## src/rtl/asr_pkg.sv

```systemverilog
// Constants, types and timing counts for the asynchronous SRAM host controller
package asr_pkg;
    localparam int          ASR_ADDR_W     = 18;
    localparam int          ASR_DATA_W     = 16;
    localparam int          ASR_CLK_PS     = 40000;
    localparam int          ASR_ACCESS_PS  = 15000;
    localparam int          ASR_WRITE_PS   = 10000;
    localparam int          ASR_DSETUP_PS  = 7000;
    localparam int          ASR_FLOAT_PS   = 7000;
    localparam int          ASR_REDRIVE_PS = 3000;
    localparam int          ASR_READ_CYC   = (ASR_ACCESS_PS + ASR_CLK_PS - 1) / ASR_CLK_PS + 2;
    localparam int          ASR_WRITE_CYC  = (ASR_WRITE_PS + ASR_CLK_PS - 1) / ASR_CLK_PS;
    localparam int          ASR_FLOAT_CYC  = (ASR_FLOAT_PS + ASR_CLK_PS - 1) / ASR_CLK_PS;
    localparam int          ASR_CNT_W      = 4;
    localparam logic [3:0]  ASR_CNT_ONE    = 4'h1;
    localparam logic [3:0]  ASR_CNT_ZERO   = 4'h0;
    localparam logic [3:0]  ASR_RD_CNT     = 4'(ASR_READ_CYC);
    localparam logic [3:0]  ASR_WR_CNT     = 4'(ASR_WRITE_CYC);
    localparam logic [3:0]  ASR_FL_CNT     = 4'(ASR_FLOAT_CYC);

    typedef enum logic [2:0]
    {
        ASR_IDLE  = 3'h0,
        ASR_SETUP = 3'h1,
        ASR_WSTRB = 3'h3,
        ASR_WRCV  = 3'h2,
        ASR_RSTRB = 3'h6,
        ASR_RFLT  = 3'h7
    } asr_state_e;

    typedef struct packed
    {
        logic                  write;
        logic [1:0]            lane_n;
        logic [ASR_ADDR_W-1:0] addr;
        logic [ASR_DATA_W-1:0] wdata;
    } asr_req_s;

    typedef struct packed
    {
        logic                  chip_select_n;
        logic                  output_enable_n;
        logic                  write_enable_n;
        logic                  low_lane_select_n;
        logic                  high_lane_select_n;
        logic [ASR_ADDR_W-1:0] word_address;
    } asr_pins_s;
endpackage

```

## src/rtl/asr_ctrl.sv

```systemverilog
// Host-side controller driving an asynchronous 16-bit static memory
`timescale 1ns/1ps
`default_nettype none
module asr_ctrl
    import asr_pkg::*;
(
    input  wire logic                  mclk,
    input  wire logic                  nrst,
    input  wire logic                  req_valid,
    input  wire asr_req_s              req,
    output var  logic                  req_ready,
    output var  logic                  rsp_valid,
    output var  logic [ASR_DATA_W-1:0] rsp_rdata,
    output var  asr_pins_s             pins,
    output var  logic [ASR_DATA_W-1:0] data_pins_out,
    output var  logic                  data_pins_oe_n,
    input  wire logic [ASR_DATA_W-1:0] data_pins_in
);
    asr_state_e            state;
    asr_state_e            next_state;
    logic [ASR_CNT_W-1:0]  cnt;
    logic [ASR_CNT_W-1:0]  next_cnt;
    asr_req_s              cur;
    asr_req_s              next_cur;
    asr_pins_s             next_pins;
    logic [ASR_DATA_W-1:0] next_dout;
    logic                  next_oe_n;
    logic                  next_ready;
    logic                  next_rsp_valid;
    logic [ASR_DATA_W-1:0] next_rdata;
    logic [ASR_DATA_W-1:0] din_meta;
    logic [ASR_DATA_W-1:0] din_sync;

    function automatic asr_pins_s idle_pins(input logic [ASR_ADDR_W-1:0] a);
        asr_pins_s p;
        p.chip_select_n      = 1'b1;
        p.output_enable_n    = 1'b1;
        p.write_enable_n     = 1'b1;
        p.low_lane_select_n  = 1'b1;
        p.high_lane_select_n = 1'b1;
        p.word_address       = a;
        return p;
    endfunction

    always_ff @(posedge mclk or negedge nrst)
    begin
        if (!nrst)
        begin
            din_meta <= '0;
            din_sync <= '0;
        end
        else
        begin
            din_meta <= data_pins_in;
            din_sync <= din_meta;
        end
    end

    always_comb
    begin
        next_state     = state;
        next_cnt       = cnt;
        next_cur       = cur;
        next_pins      = pins;
        next_dout      = data_pins_out;
        next_oe_n      = data_pins_oe_n;
        next_ready     = 1'b0;
        next_rsp_valid = 1'b0;
        next_rdata     = rsp_rdata;
        case (state)
            ASR_IDLE:
            begin
                next_ready = 1'b1;
                if (req_valid && req_ready)
                begin
                    next_ready = 1'b0;
                    next_cur   = req;
                    // Address moves with all strobes high
                    next_pins  = idle_pins(req.addr);
                    next_state = ASR_SETUP;
                end
            end
            ASR_SETUP:
            begin
                next_pins.chip_select_n      = 1'b0;
                next_pins.low_lane_select_n  = cur.lane_n[0];
                next_pins.high_lane_select_n = cur.lane_n[1];
                if (cur.write)
                begin
                    // Host drives only with memory output disabled
                    next_pins.write_enable_n = 1'b0;
                    next_dout  = cur.wdata;
                    next_oe_n  = 1'b0;
                    next_cnt   = ASR_WR_CNT;
                    next_state = ASR_WSTRB;
                end
                else
                begin
                    next_pins.output_enable_n = 1'b0;
                    next_cnt   = ASR_RD_CNT;
                    next_state = ASR_RSTRB;
                end
            end
            ASR_WSTRB:
            begin
                // Strobes, address and data held over the pulse
                if (cnt <= ASR_CNT_ONE)
                begin
                    next_pins  = idle_pins(cur.addr);
                    next_state = ASR_WRCV;
                end
                else
                    next_cnt = cnt - ASR_CNT_ONE;
            end
            ASR_WRCV:
            begin
                // Data released one cycle after strobes rise
                next_oe_n  = 1'b1;
                next_ready = 1'b1;
                next_state = ASR_IDLE;
            end
            ASR_RSTRB:
            begin
                // Wait access plus synchroniser before sampling
                if (cnt <= ASR_CNT_ONE)
                begin
                    next_rdata     = din_sync;
                    next_rsp_valid = 1'b1;
                    next_pins      = idle_pins(cur.addr);
                    next_cnt       = ASR_FL_CNT;
                    next_state     = ASR_RFLT;
                end
                else
                    next_cnt = cnt - ASR_CNT_ONE;
            end
            ASR_RFLT:
            begin
                // Allow memory outputs to float before next drive
                if (cnt <= ASR_CNT_ONE)
                begin
                    next_cnt   = ASR_CNT_ZERO;
                    next_ready = 1'b1;
                    next_state = ASR_IDLE;
                end
                else
                    next_cnt = cnt - ASR_CNT_ONE;
            end
            default:
            begin
                next_state = ASR_IDLE;
                next_pins  = idle_pins('0);
                next_oe_n  = 1'b1;
            end
        endcase
    end

    always_ff @(posedge mclk or negedge nrst)
    begin
        if (!nrst)
        begin
            state          <= ASR_IDLE;
            cnt            <= ASR_CNT_ZERO;
            cur            <= '0;
            pins           <= '{1'b1, 1'b1, 1'b1, 1'b1, 1'b1, '0};
            data_pins_out  <= '0;
            data_pins_oe_n <= 1'b1;
            req_ready      <= 1'b0;
            rsp_valid      <= 1'b0;
            rsp_rdata      <= '0;
        end
        else
        begin
            state          <= next_state;
            cnt            <= next_cnt;
            cur            <= next_cur;
            pins           <= next_pins;
            data_pins_out  <= next_dout;
            data_pins_oe_n <= next_oe_n;
            req_ready      <= next_ready;
            rsp_valid      <= next_rsp_valid;
            rsp_rdata      <= next_rdata;
        end
    end
endmodule
`default_nettype wire

```

## config.mk

```make
export PLATFORM = sky130hd
export DESIGN_NAME = asr_ctrl
export DESIGN_NICKNAME = d
export VERILOG_FILES = /design/src/rtl/asr_pkg.sv /design/src/rtl/asr_ctrl.sv
export SDC_FILE = /design/constraint.sdc
export NUM_CORES = 1
export LEC_CHECK = 0
export ABC_AREA = 1
export BUFFER_PORTS_ARGS = -buffer_cell sky130_fd_sc_hd__buf_2
export CAP_MARGIN = 0
export CORE_ASPECT_RATIO = 1.5
export CORE_MARGIN = 4
export CORE_UTILIZATION = 42
export DETAILED_ROUTE_END_ITERATION = 10
export HOLD_SLACK_MARGIN = 0.15
export PLACE_DENSITY = 0.67
export REMOVE_ABC_BUFFERS = 1
export SLEW_MARGIN = 0
export SYNTH_ARGS = -nofsm -noshare
export SYNTH_HDL_FRONTEND = slang
export SYNTH_SLANG_ARGS = --single-unit
```

## constraint.sdc

```tcl
create_clock -name mclk -period 2 [get_ports mclk]
set_input_delay 0.4 -clock mclk [delete_from_list [all_inputs] [get_ports mclk]]
set_output_delay 0.4 -clock mclk [all_outputs]
set_load 0.01 [all_outputs]
```

==> results of run 1 <==
layer usage:
metal	vias up	routed length, um	part of all wire
met5	-	0	0
met4	0	93	0.0076
met3	8	922	0.075
met2	146	5940	0.48
met1	2022	5310	0.43
li1	2116	-	-
how the worst max path moves through the flow:
stage | start | depth (start not counted) | to
5_1_grt | state[0]$_DFFE_PN0P_ | 8 | pins[14]$_DFFE_PN0P_
3_3_place_gp | cnt[0]$_DFFE_PN0P_ | 9 | pins[16]$_DFFE_PN0P_
2_1_floorplan | state[0]$_DFFE_PN0P_ | 6 | cur[10]$_DFFE_PN0P_
4_1_cts | cnt[0]$_DFFE_PN0P_ | 9 | pins[14]$_DFFE_PN0P_
6_report | cnt[0]$_DFFE_PN0P_ | 9 | pins[14]$_DFFE_PN0P_
3_5_place_dp | cnt[0]$_DFFE_PN0P_ | 9 | pins[2]$_DFFE_PN0P_
flip-flops by register name, summed over array words and instances (netlist names):
name / count
cnt: 4
cur: 37
data_pins_oe_n: 1
data_pins_out: 16
din_meta: 16
din_sync: 16
pins: 23
req_ready: 1
rsp_rdata: 16
rsp_valid: 1
state: 3
stage by stage:
step,hold slack (ns),std cells
final,0.241,887
after global placement,0.332,838
after global routing,0.236,887
after detailed placement,0.336,838
after floorplan,0.104,556
after CTS,0.220,887
cell type report:
| cell class | count | area share |
|---|---|---|
| flip-flops and latches | 134 | 0.485 |
| multi-input cells | 392 | 0.256 |
| repair buffers | 143 | 0.127 |
| clock buffers | 20 | 0.0660 |
| well taps | 156 | 0.0282 |
| clock inverters | 12 | 0.0206 |
| inverters | 30 | 0.0170 |
power by group:
part | internal [mW] | switching (mW)
Clock | 1.92 | 1.17
Sequential | 3.67 | 0.553
Combinational | 1.42 | 2.55
kinds of logic (layout without fill, tap and decap cells):
family | after synthesis | after routing | share of synthesized area
and+or+nand+nor | 357 | 357 | 0.288
AOI/OAI and AO/OA | 32 | 32 | 0.0332
DFF | 134 | 134 | 0.620
adders and majority gates | 2 | 2 | 0.00462
xor gates and xnor gates | 1 | 1 | 0.00162
buffers and inverters | 57 | 205 | 0.0529
cells in the final DEF, fill, tap and decap left out, types with 2 or more instances in the layout:
| master | synthesis | layout |
|---|---|---|
| buf_2 | 9 | 112 |
| nor2_4 | 2 | 2 |
| o21ai_1 | 5 | 5 |
| nand2_4 | 2 | 2 |
| clkbuf_16 | 0 | 17 |
| clkinvlp_4 | 0 | 3 |
| clkinv_4 | 0 | 2 |
| a21oi_1 | 11 | 11 |
| dfstp_2 | 6 | 6 |
| o21ai_0 | 12 | 12 |
| buf_4 | 4 | 10 |
| nand3_4 | 2 | 2 |
| nor2_1 | 28 | 28 |
| inv_1 | 24 | 24 |
| ha_1 | 2 | 2 |
| inv_4 | 2 | 2 |
| inv_2 | 4 | 4 |
| nand2_1 | 225 | 225 |
| inv_6 | 0 | 3 |
| buf_12 | 0 | 3 |
| dlygate4sd3_1 | 0 | 17 |
| bufinv_16 | 0 | 2 |
| clkbuf_8 | 0 | 2 |
| dfrtp_1 | 128 | 128 |
| nand3_1 | 80 | 80 |
| nand2_2 | 13 | 13 |
timing repair:
item | CTS | global route
hold buffers | 17 | 0
buffers inserted | 0 | 0
endpoints found under the hold margin | 49 | 0
critical path: cells and delay by family, from the launching register on:
family,cells,cell delay (ns)
adders and majority gates,1,0.24
buffers and inverters,3,0.39
and+or+nand+nor,5,0.49
DFF,1,0.43
==> key figures, run 1 <==
Outcome
  • Outcome: completed

Die
  • Core Region: ~13000 sq um
  • IO Pins: 114
  • Die area: around 15000 sq um
  • Row count: 50
  • Initial Utilization: 0.431
  • Chip Height: 147 um
  • Die X: between 100 and 150 um

Synth
  • Synthesized area per cell: between 9 and 10 sq um
  • Post-synth EDFFs: 0
  • Post-synthesis sequential area ratio: 0.620
  • Most used flip-flop cell after synthesis: dfrtp_1
  • Synth warnings: 0
  • Most frequent cell after synthesis: nand2_1
  • Mapped cell area: 5420 sq um
  • Post-synth cell types: 31
  • Yosys reg bits: roughly 130
  • Synth cell count leaders: 225 x nand2_1, 128 x dfrtp_1, 80 x nand3_1
  • Ys async rst share: 1.00
  • Yosys top cell by area: dfrtp_1
  • Syn Inst Count: slightly below 600
  • Ranking of synthesized cells by area: dfrtp_1 59%, nand2_1 16%, nand3_1 7.4%
  • Area fraction of the dominant cell type after synthesis: 0.591

Routing
  • 1st-iter DRT viols: 177
  • Vias per inst: ~4.8
  • DRC Markers: 0
  • Via count: approximately 4.3k
  • Routed WL: approximately 12000 um
  • DRT Pass-1 Iters: 5
  • Routed Antenna Nets: 0
  • Routed len/inst: roughly 14 um

Layout
  • Share of cells above drive strength 1: 0.263
  • Final nets: around 780
  • Area of the multi-input gates: ~1800 sq um
  • Layout Utilization: 0.551
  • Area Growth Syn to Fin: 27.7%
  • Fillers: approximately 1.1k
  • Fin area: roughly 7000 sq um
  • Antenna diodes: 0
  • Register area: between 3000 and 4000 sq um

Critical path
  • Reg2reg start: cnt[0]$_DFFE_PN0P_
  • Most frequent CP cell: nand2_1
  • CP Launch Type: flop
  • Critical path peak fanout: 18
  • Critical path's slowest cell: dfrtp_1
  • Worst Reg-to-Reg Cells: 9
  • Critical path class: reg2reg
  • Reg-to-reg slack, setup: approximately 0.33 ns
  • Max incr delay on CP: between 0.4 and 0.5 ns
  • CP required: approximately 2.3 ns
  • Reg2Reg Capture Point: pins[14]$_DFFE_PN0P_
  • Cell Chain, Critical Path: inv_1 > ha_1 > inv_1 > nand2_1 > nand2_1 > nand3_4 > buf_4 > nand3_1 > nand2_1
  • Crit path DAT: 1.97 ns
  • CP endpoint kind: flop

STA
  • Clock Skews: between 0.008 and 0.009 ns
  • TNS Setup: 0 ns
  • Worst setup margin: approximately 0.33 ns
  • Final period util: 0.837
  • RSZ-0062 raised after global routing: false
  • Final setup vio count: 0
  • Fmax: between 0.5 and 0.6 GHz
  • Final Hold Viols: 0
  • Slew @ Worst Pin: about 0.48 ns
  • Fin crit period: between 1.5 and 2 ns
  • Slew headroom: 0.679
  • Slew Viols, Final: 0

Placed design
  • Count of input and output buffers: about 110
  • Routability congestion estimate: 0.839
  • Post-DP Area: slightly above 6000 sq um
  • Worst setup slack after placement: ~0.34 ns
  • Post-DP HPWL: 8570 um

Worst hold path
  • Hold_sp: req[21]
  • Cells on Worst Hold Path: 3
  • Worst Hold Endpoint: cur[21]$_DFFE_PN0P_
  • Hold Path Class: in2reg

Power
  • Leakage power: about 3.8 nW
  • Pwr dens: 1630 nW/um^2
  • Maximum vdd drop: 0.000875 V
  • Total power: between 10 and 15 mW

GRT
  • Number of global-route vias before repair: roughly 4.4k
  • GR Util met1: 0.231
  • Most Crowded Layer GR: met2
  • First-pass GRT wire length: around 21000 um
  • Grt total ovfl: 0
  • Met2 track demand over resource: 0.281
  • Met3 GRT Util: 0.0494
  • All-Layer GR Usage: 0.176
  • Initial antenna violation count: 0
  • Largest net degree at the start of global routing: 61

Clock network
  • CTS tree: done
  • Clk buf depth: 2
  • Clock Sinks: ~130
  • Clock Latency Late Sink: a little over 0.4 ns
  • Root Buffer: clkbuf_16
  • CTS Buf Count: 17
  • H-tree lvl count: 4
  • Post-CTS resize count: 0
  • Clock transition at the registers of the reported paths: ~0.06 ns

Flow run
  • Max_cap viols: 0
Note: power is estimated with default switching activity, not from simulation.
==> run 2, diff against run 1 <==
--- a/config.mk
+++ b/config.mk
@@ -5,7 +5,7 @@
 export SDC_FILE = /design/constraint.sdc
 export NUM_CORES = 1
 export LEC_CHECK = 0
-export ABC_AREA = 1
+export ABC_AREA = 0
 export BUFFER_PORTS_ARGS = -buffer_cell sky130_fd_sc_hd__buf_2
 export CAP_MARGIN = 0
 export CORE_ASPECT_RATIO = 1.5
@@ -13,7 +13,7 @@
 export CORE_UTILIZATION = 42
 export DETAILED_ROUTE_END_ITERATION = 10
 export HOLD_SLACK_MARGIN = 0.15
-export PLACE_DENSITY = 0.67
+export PLACE_DENSITY = 0.7
 export REMOVE_ABC_BUFFERS = 1
 export SLEW_MARGIN = 0
 export SYNTH_ARGS = -nofsm -noshare
==> constraint.sdc (replaced) <==
create_clock -name mclk -period 1.4 [get_ports mclk]
set_input_delay 0.28 -clock mclk [delete_from_list [all_inputs] [get_ports mclk]]
set_output_delay 0.28 -clock mclk [all_outputs]
set_load 0.01 [all_outputs]
==> run 2 against run 1 <==
  * Utilization is 13 points higher
  * Non-clock buffer count is 102 higher
  * Sequential share of layout area is 7.4 points lower
  * Critical path depth is 1 lower
  * The run now ends with negative setup slack left
  * Cell count is 16% lower
  * Die area is 5.1% lower
  * Hold slack better by 0.053 ns
  * Area after synthesis is 5.4% lower
  * Clock skew hardly changed
  * Global-route usage is 3.7 points higher
==> key figures, run 2 <==
Placed design
  • Count of input and output buffers: 113 (unchanged)
  • Post-DP HPWL: 8000 um (-6.7%)
  • Routability congestion estimate: 0.901 (+7.3%)
  • Placed instance count: 625 (-25%)

Synth
  • Synth warnings: 0 (unchanged)
  • Mux contribution to synthesized area: 0.198 (+0.198)
  • Post-synthesis sequential area ratio: 0.656 (+0.0356)
  • Post-Synth Simple-Gate Area: 0.0388 (-0.249)
  • Main combinational cell family by area after synthesis: multiplexers
  • Most used flip-flop cell after synthesis: dfrtp_1
  • Post-synth cell types: 43 (+39%)
  • Syn Inst Count: 335 (-43%)
  • Yosys reg bits: 134 (unchanged)
  • Ranking of synthesized cells by area: dfrtp_1 62%, mux2_2 17%, dfstp_2 3.1%
  • Synth Area in Compound Gates: 0.0710 (+0.0378)
  • Mapped cell area: 5130 sq um (-5.4%)
  • Synthesized area per cell: 15.3 sq um (+65%)
  • Post-synthesis xor/xnor area fraction: 0.00171 (+0.0000927)
  • Post-Synth Adder-Cell Area: 0.00488 (+0.000265)
  • Post-synth EDFFs: 0 (unchanged)
  • Yosys top cell by area: dfrtp_1
  • Most frequent cell after synthesis: dfrtp_1
  • Area fraction of the dominant cell type after synthesis: 0.625 (+0.0339)
  • Synth cell count leaders: 128 x dfrtp_1, 78 x mux2_2, 18 x a22o_1
  • Ys async rst share: 1.00 (unchanged)

STA
  • Slew Viols, Final: 0 (unchanged)
  • Final setup vio count: 101 (+101)
  • Slew @ Worst Pin: 0.391 ns (-0.0895 ns)
  • Fin crit period: 1.97 ns (+0.294 ns)
  • Fmax: 0.508 GHz (-15%)
  • Final period util: 1.41 (+0.569)
  • RSZ-0062 raised after global routing: true
  • Final Hold Viols: 0 (unchanged)
  • Slew headroom: 0.737 (+0.0575)
  • Clock Skews: 0.00854 ns (+0.000209 ns)
  • Hold_ws: 0.294 ns (+0.0534 ns)
  • Worst setup margin: -0.568 ns (-0.894 ns)

Power
  • Total power: 20.2 mW (+79%)
  • Maximum vdd drop: 0.00134 V (+53%)
  • Leakage power: 3.92 nW (+3.3%)
  • Pwr dens: 2480 nW/um^2 (+52%)

Layout
  • Largest regs: cur: 37 flops, pins: 23 flops
  • Most common cell after layout, fill and taps aside: dfrtp_1
  • Share of cells above drive strength 1: 0.582 (+0.320)
  • Area Growth Syn to Fin: 59.3%
  • Max reg flops: 37 (unchanged)
  • Largest register by flop count: cur
  • Antenna diodes: 0 (unchanged)
  • Fillers: 778 (-31%)
  • Most frequent cells in the layout: 128 x dfrtp_1, 112 x buf_2, 63 x mux2_4
  • Layout Utilization: 0.683 (+0.132)
  • Post-Layout Cell Count: 747 (-16%)
  • Final nets: 639 (-18%)

Clock network
  • Clk buf depth: 2 (unchanged)
  • CTS Buf Count: 17 (unchanged)
  • CTS tree: done
  • Clock Sinks: 134 (unchanged)
  • H-tree lvl count: 4 (unchanged)
  • Clock transition at the registers of the reported paths: 0.06 ns (about the same)
  • Clock Latency Late Sink: 0.41 ns (about the same)
  • Root Buffer: clkbuf_16

Critical path
  • Reg2reg start: cnt[0]$_DFFE_PN0P_
  • CP endpoint kind: flop
  • CP required: 1.69 ns (-0.61 ns)
  • Critical path class: reg2reg
  • CP Launch Type: flop
  • Reg2Reg Capture Point: rsp_rdata[3]$_DFFE_PN0P_
  • Reg-to-reg slack, setup: -0.57 ns (-0.89 ns)
  • Most frequent CP cell: buf_6
  • Critical path peak fanout: 9 (-9)
  • Crit path DAT: 2.26 ns (+0.29 ns)
  • Worst Reg-to-Reg Cells: 8 (-1)
  • Critical path's slowest cell: dfrtp_1
  • Worst path top cell family by delay: simple AND/OR/NAND/NOR gates
  • CP bufs+invs: 3 (unchanged)
  • Max incr delay on CP: 0.41 ns (-0.02 ns)
  • Cell Chain, Critical Path: inv_2 > ha_4 > nor2_4 > buf_6 > or2_4 > nor3_4 > buf_6 > mux2_2

Routing
  • Routed Antenna Nets: 0 (unchanged)
  • DR WL met2: 8260 um (+39%)
  • DRC Markers: 0 (unchanged)
  • Metal-1 WL: 5600 um (+5.4%)
  • Via count: 3780 (-12%)
  • Met3 WL: 541 um (-41%)
  • Uppermost routed layer: met4
  • Routed len/inst: 19.9 um (+44%)
  • Vias per inst: 5.06 (+4.6%)
  • 1st-iter DRT viols: 182 (+2.8%)
  • DRT Pass-1 Iters: 4 (-1)
  • Routed WL: 14800 um (+21%)

GRT
  • Number of global-route vias before repair: 4393 (+0.43%)
  • Initial antenna violation count: 0 (unchanged)
  • Grt total ovfl: 0 (unchanged)
  • All-Layer GR Usage: 0.214 (+0.0372)
  • First-pass GRT wire length: 23400 um (+12%)
  • Largest net degree at the start of global routing: 37 (-39%)

Die
  • Chip Height: 143 um (-2.6%)
  • Core Region: 12000 sq um (-4.9%)
  • Initial Utilization: 0.429 (-0.00226)
  • Die area: 14100 sq um (-5.1%)
  • IO Pins: 114 (unchanged)
  • Row count: 49 (-2.0%)
  • Die X: 98.2 um (-2.5%)

Worst hold path
  • Hold Path Class: in2async

Outcome
  • Failing checks: negative setup slack
  • Outcome: complete, but fails checks

Flow run
  • Max_cap viols: 0 (unchanged)
-- run 2: changes by cell type in the layout (fill, tap and decap cells not counted), sizes merged, moves of 18 or more --
cell and change:
mux2 +87, a22o +18, dlygate4sd3 +37, nor2 -23
inv -18, nand2 -233, buf +65, nand3 -82
-- run 2: worst max path at each step --
stage / from / to / slack, ns / cells past startpoint
final: cnt[0]$_DFFE_PN0P_ / rsp_rdata[3]$_DFFE_PN0P_ / -0.57 / 8
after detailed placement: cnt[0]$_DFFE_PN0P_ / pins[7]$_DFFE_PN0P_ / -0.67 / 7
after CTS: cnt[0]$_DFFE_PN0P_ / rsp_rdata[3]$_DFFE_PN0P_ / -0.50 / 9
after global placement: cnt[0]$_DFFE_PN0P_ / pins[3]$_DFFE_PN0P_ / -0.54 / 7
after global routing: cnt[0]$_DFFE_PN0P_ / rsp_rdata[5]$_DFFE_PN0P_ / -0.62 / 8
after floorplan: state[0]$_DFFE_PN0P_ / cur[0]$_DFFE_PN0P_ / -2.16 / 3
-- run 2: report_power, final --
part           internal [mW]  switching, mW  total [mW]  leakage (nW)
Clock                   2.72           1.80        4.52         0.288
Sequential              5.36          0.850        6.21          1.63
Combinational           5.48           4.00        9.48          2.01
-- run 2: through the flow --
step / area (sq um) / setup slack (ns) / TNS (ns)
after floorplan: 5010 / -2.16 / -137.81
after global routing: 8170 / -0.621 / -42.45
after detailed placement: 6190 / -0.667 / -38.43
after global placement: 6190 / -0.542 / -33.96
after CTS: 8140 / -0.496 / -35.55
final: 8170 / -0.568 / -38.03
-- run 2: worst register-to-register path, stage by stage (launching register included) --
cell,delay [ns]
dfrtp_1,0.41
inv_2,0.12
ha_4,0.16
nor2_4,0.06
buf_6,0.11
or2_4,0.24
nor3_4,0.21
buf_6,0.19
mux2_2,0.35
-- run 2: cells by family after synthesis --
logic type	after synthesis
xor gates and xnor gates	1
and+or+nand+nor	35
buffers and inverters	28
DFF	134
AOI/OAI and AO/OA	48
adders and majority gates	2
muxes	87
-- run 2: layer usage --
layer,global-route usage,vias up
met5,0,-
li1,-,1700
met2,0.389,123
met4,0.0978,0
met3,0.0427,33
met1,0.241,1924
-- run 2: area by class of cell --
cell class | count | area, sq um | share of cell area
sequential | 134 | 3360 | 0.412
multi-input combinational | 173 | 1990 | 0.244
timing repair buffer | 245 | 1980 | 0.243
clock buffer | 18 | 439 | 0.0538
tap | 153 | 191 | 0.0234
clock inverter | 14 | 163 | 0.0199
inverter | 10 | 37.5 | 0.00460
-- run 2: timing repair --
action | in CTS | in global routing
hold endpoints to repair | 181 | 0
setup buffers | 23 | 14
pin swaps | 11 | 12
setup endpoints to repair | 101 | 102
hold buffers | 54 | 0
gates resized for setup | 101 | 26
gates cloned | 8 | 0
==> run 3, diff against run 2 <==
--- a/config.mk
+++ b/config.mk
@@ -12,6 +12,7 @@
 export CORE_MARGIN = 4
 export CORE_UTILIZATION = 42
 export DETAILED_ROUTE_END_ITERATION = 10
+export GPL_TIMING_DRIVEN = 0
 export HOLD_SLACK_MARGIN = 0.15
 export PLACE_DENSITY = 0.7
 export REMOVE_ABC_BUFFERS = 1
==> run 3 against run 2 <==
  * The flow still finishes with violations (negative setup slack)
  * Register-to-register slack about the same
  * First-iteration DRC count decreased by 24%
  * Maximum frequency decreased by 0.65%
==> key figures, run 3 (synthesized netlist as in run 2, its figures left out) <==
STA
  • Slew @ Worst Pin: 0.506 ns (+0.115 ns)
  • Fmax: 0.505 GHz (-0.65%)
  • Slew headroom: 0.662 (-0.0752)
  • RSZ-0062 raised after global routing: true
  • TNS Setup: -35.90 ns (+2.13 ns)
  • Final setup vio count: 102 (+0.99%)
  • Fin crit period: 1.98 ns (+0.0130 ns)
  • Worst setup margin: -0.581 ns (-0.0130 ns)
  • Clock Skews: 0.0119 ns (+0.00336 ns)
  • Final period util: 1.41 (+0.00926)
  • Final Hold Viols: 0 (unchanged)
  • Slew Viols, Final: 0 (unchanged)

Critical path
  • CP endpoint kind: flop
  • Start point of the critical path: cnt[0]$_DFFE_PN0P_
  • CP Launch Type: flop
  • Critical path class: reg2reg
  • Reg-to-reg slack, setup: -0.58 ns (about the same)
  • Crit path DAT: 2.27 ns (about the same)
  • CP required: 1.69 ns (about the same)
  • Critical path peak fanout: 7 (-2)
  • Reg2reg start: cnt[0]$_DFFE_PN0P_

Routing
  • DRT Pass-1 Iters: 4 (unchanged)
  • 1st-iter DRT viols: 139 (-24%)
  • Routed WL: 14000 um (-5.3%)
  • Via count: 3701 (-2.1%)
  • DRC Markers: 0 (unchanged)
  • Routed Antenna Nets: 0 (unchanged)
  • Vias per inst: 5.19 (+2.6%)
  • Routed len/inst: 19.7 um (-0.79%)

Worst hold path
  • Hold_sp: din_meta[8]$_DFF_PN0_
  • Hold Path Class: reg2reg

Layout
  • Largest regs: cur: 37 flops, pins: 23 flops
  • Register area: 3370 sq um (+0.22%)
  • Final nets: 605 (-5.3%)
  • Share of cells above drive strength 1: 0.557 (-0.0253)
  • Largest register by flop count: cur
  • Area of the multi-input gates: 2080 sq um (+4.5%)
  • Antenna diodes: 0 (unchanged)
  • Area Growth Syn to Fin: 55.2%
  • Most common cell after layout, fill and taps aside: dfrtp_1
  • Max reg flops: 37 (unchanged)
  • Layout Utilization: 0.665 (-0.0176)
  • Most frequent cells in the layout: 124 x dfrtp_1, 113 x buf_2, 86 x mux2_4
  • Fillers: 799 (+2.7%)

Die
  • Initial Utilization: 0.429 (unchanged)
  • IO Pins: 114 (unchanged)
  • Row count: 49 (unchanged)
  • Core Region: 12000 sq um (unchanged)
  • Chip Height: 143 um (unchanged)
  • Die X: 98.2 um (unchanged)
  • Die area: 14100 sq um (unchanged)

Outcome
  • Failing checks: negative setup slack
  • Outcome: complete, but fails checks

GRT
  • Grt total ovfl: 0 (unchanged)
  • All-Layer GR Usage: 0.203 (-0.0109)
  • Initial antenna violation count: 0 (unchanged)
  • Number of global-route vias before repair: 4124 (-6.1%)
  • First-pass GRT wire length: 22100 um (-5.3%)
  • Largest net degree at the start of global routing: 91 (+150%)

Placed design
  • Count of input and output buffers: 113 (unchanged)
  • Routability congestion estimate: 0.819 (-9.1%)
  • Post-DP HPWL: 7150 um (-11%)

Clock network
  • Root Buffer: clkbuf_16
  • CTS tree: done
  • Clock transition at the registers of the reported paths: 0.07 ns (about the same)
  • Clock Sinks: 134 (unchanged)
  • CTS Buf Count: 17 (unchanged)
  • Clock Latency Late Sink: 0.41 ns (about the same)
  • Clk buf depth: 2 (unchanged)
  • H-tree lvl count: 4 (unchanged)

Power
  • Pwr dens: 2490 nW/um^2 (+0.41%)
  • Leakage power: 3.82 nW (-2.6%)
  • Maximum vdd drop: 0.00138 V (+2.8%)

Flow run
  • Max_cap viols: 0 (unchanged)
[run 3: what timing repair did]
item | CTS | global route
endpoints found under the setup margin | 101 | 102
gates resized for setup | 107 | 35
gates cloned | 7 | 1
hold buffers | 54 | 0
pin swaps | 11 | 13
setup buffers | 28 | 12
hold endpoints to repair | 97 | 0
[run 3: worst paths after layout]
kind	depth (start not counted)	endpoint
worst min-delay path	0	din_sync[8]$_DFF_PN0_
min in group asynchronous	2	pins[14]$_DFFE_PN0P_
worst max register to register	8	pins[3]$_DFFE_PN0P_
worst min register to register	0	din_sync[8]$_DFF_PN0_
max in group asynchronous	3	pins[18]$_DFFE_PN1P_
worst max-delay path	8	pins[3]$_DFFE_PN0P_
[run 3: per-layer routing]
layer  routed length, um  up-vias  global-route usage
met4                 341        0              0.0727
li1                    -     1633                   -
met1                5440     1914               0.235
met3                 589       27              0.0447
met2                7670      127               0.369
met5                   0        -                   0
[run 3: area by class of cell]
cell class	instances	share of cell area
clock buffer	17	0.0535
clock inverter	15	0.0260
inverter	10	0.00472
multi-input combinational	175	0.262
sequential	134	0.423
tap	153	0.0241
timing repair buffer	209	0.207
[run 3: critical path: stages, from the launching register on]
cell and delay, ns:
dfrtp_2 0.42, inv_2 0.07, ha_4 0.16, nor2_4 0.15
o32ai_4 0.12, a211oi_4 0.35, buf_6 0.16, buf_8 0.13
mux2_4 0.30
[run 3: per-stage QoR]
stage	hold slack (ns)	cells	power, mW	area, sq um	setup slack, ns
after floorplan	-0.0156	317	9.57	5010	-2.16
after global placement	0.333	583	11.0	5770	-3.87
after detailed placement	0.227	586	11.7	5860	-1.86
after CTS	0.349	707	19.2	7870	-0.538
after global routing	0.359	713	20.7	7960	-0.665
final	0.348	713	19.8	7960	-0.581
[run 3: power breakdown]
group          internal, mW  switching (mW)
combinational          4.92            3.78
sequential             5.38           0.922
clock                  2.90            1.87
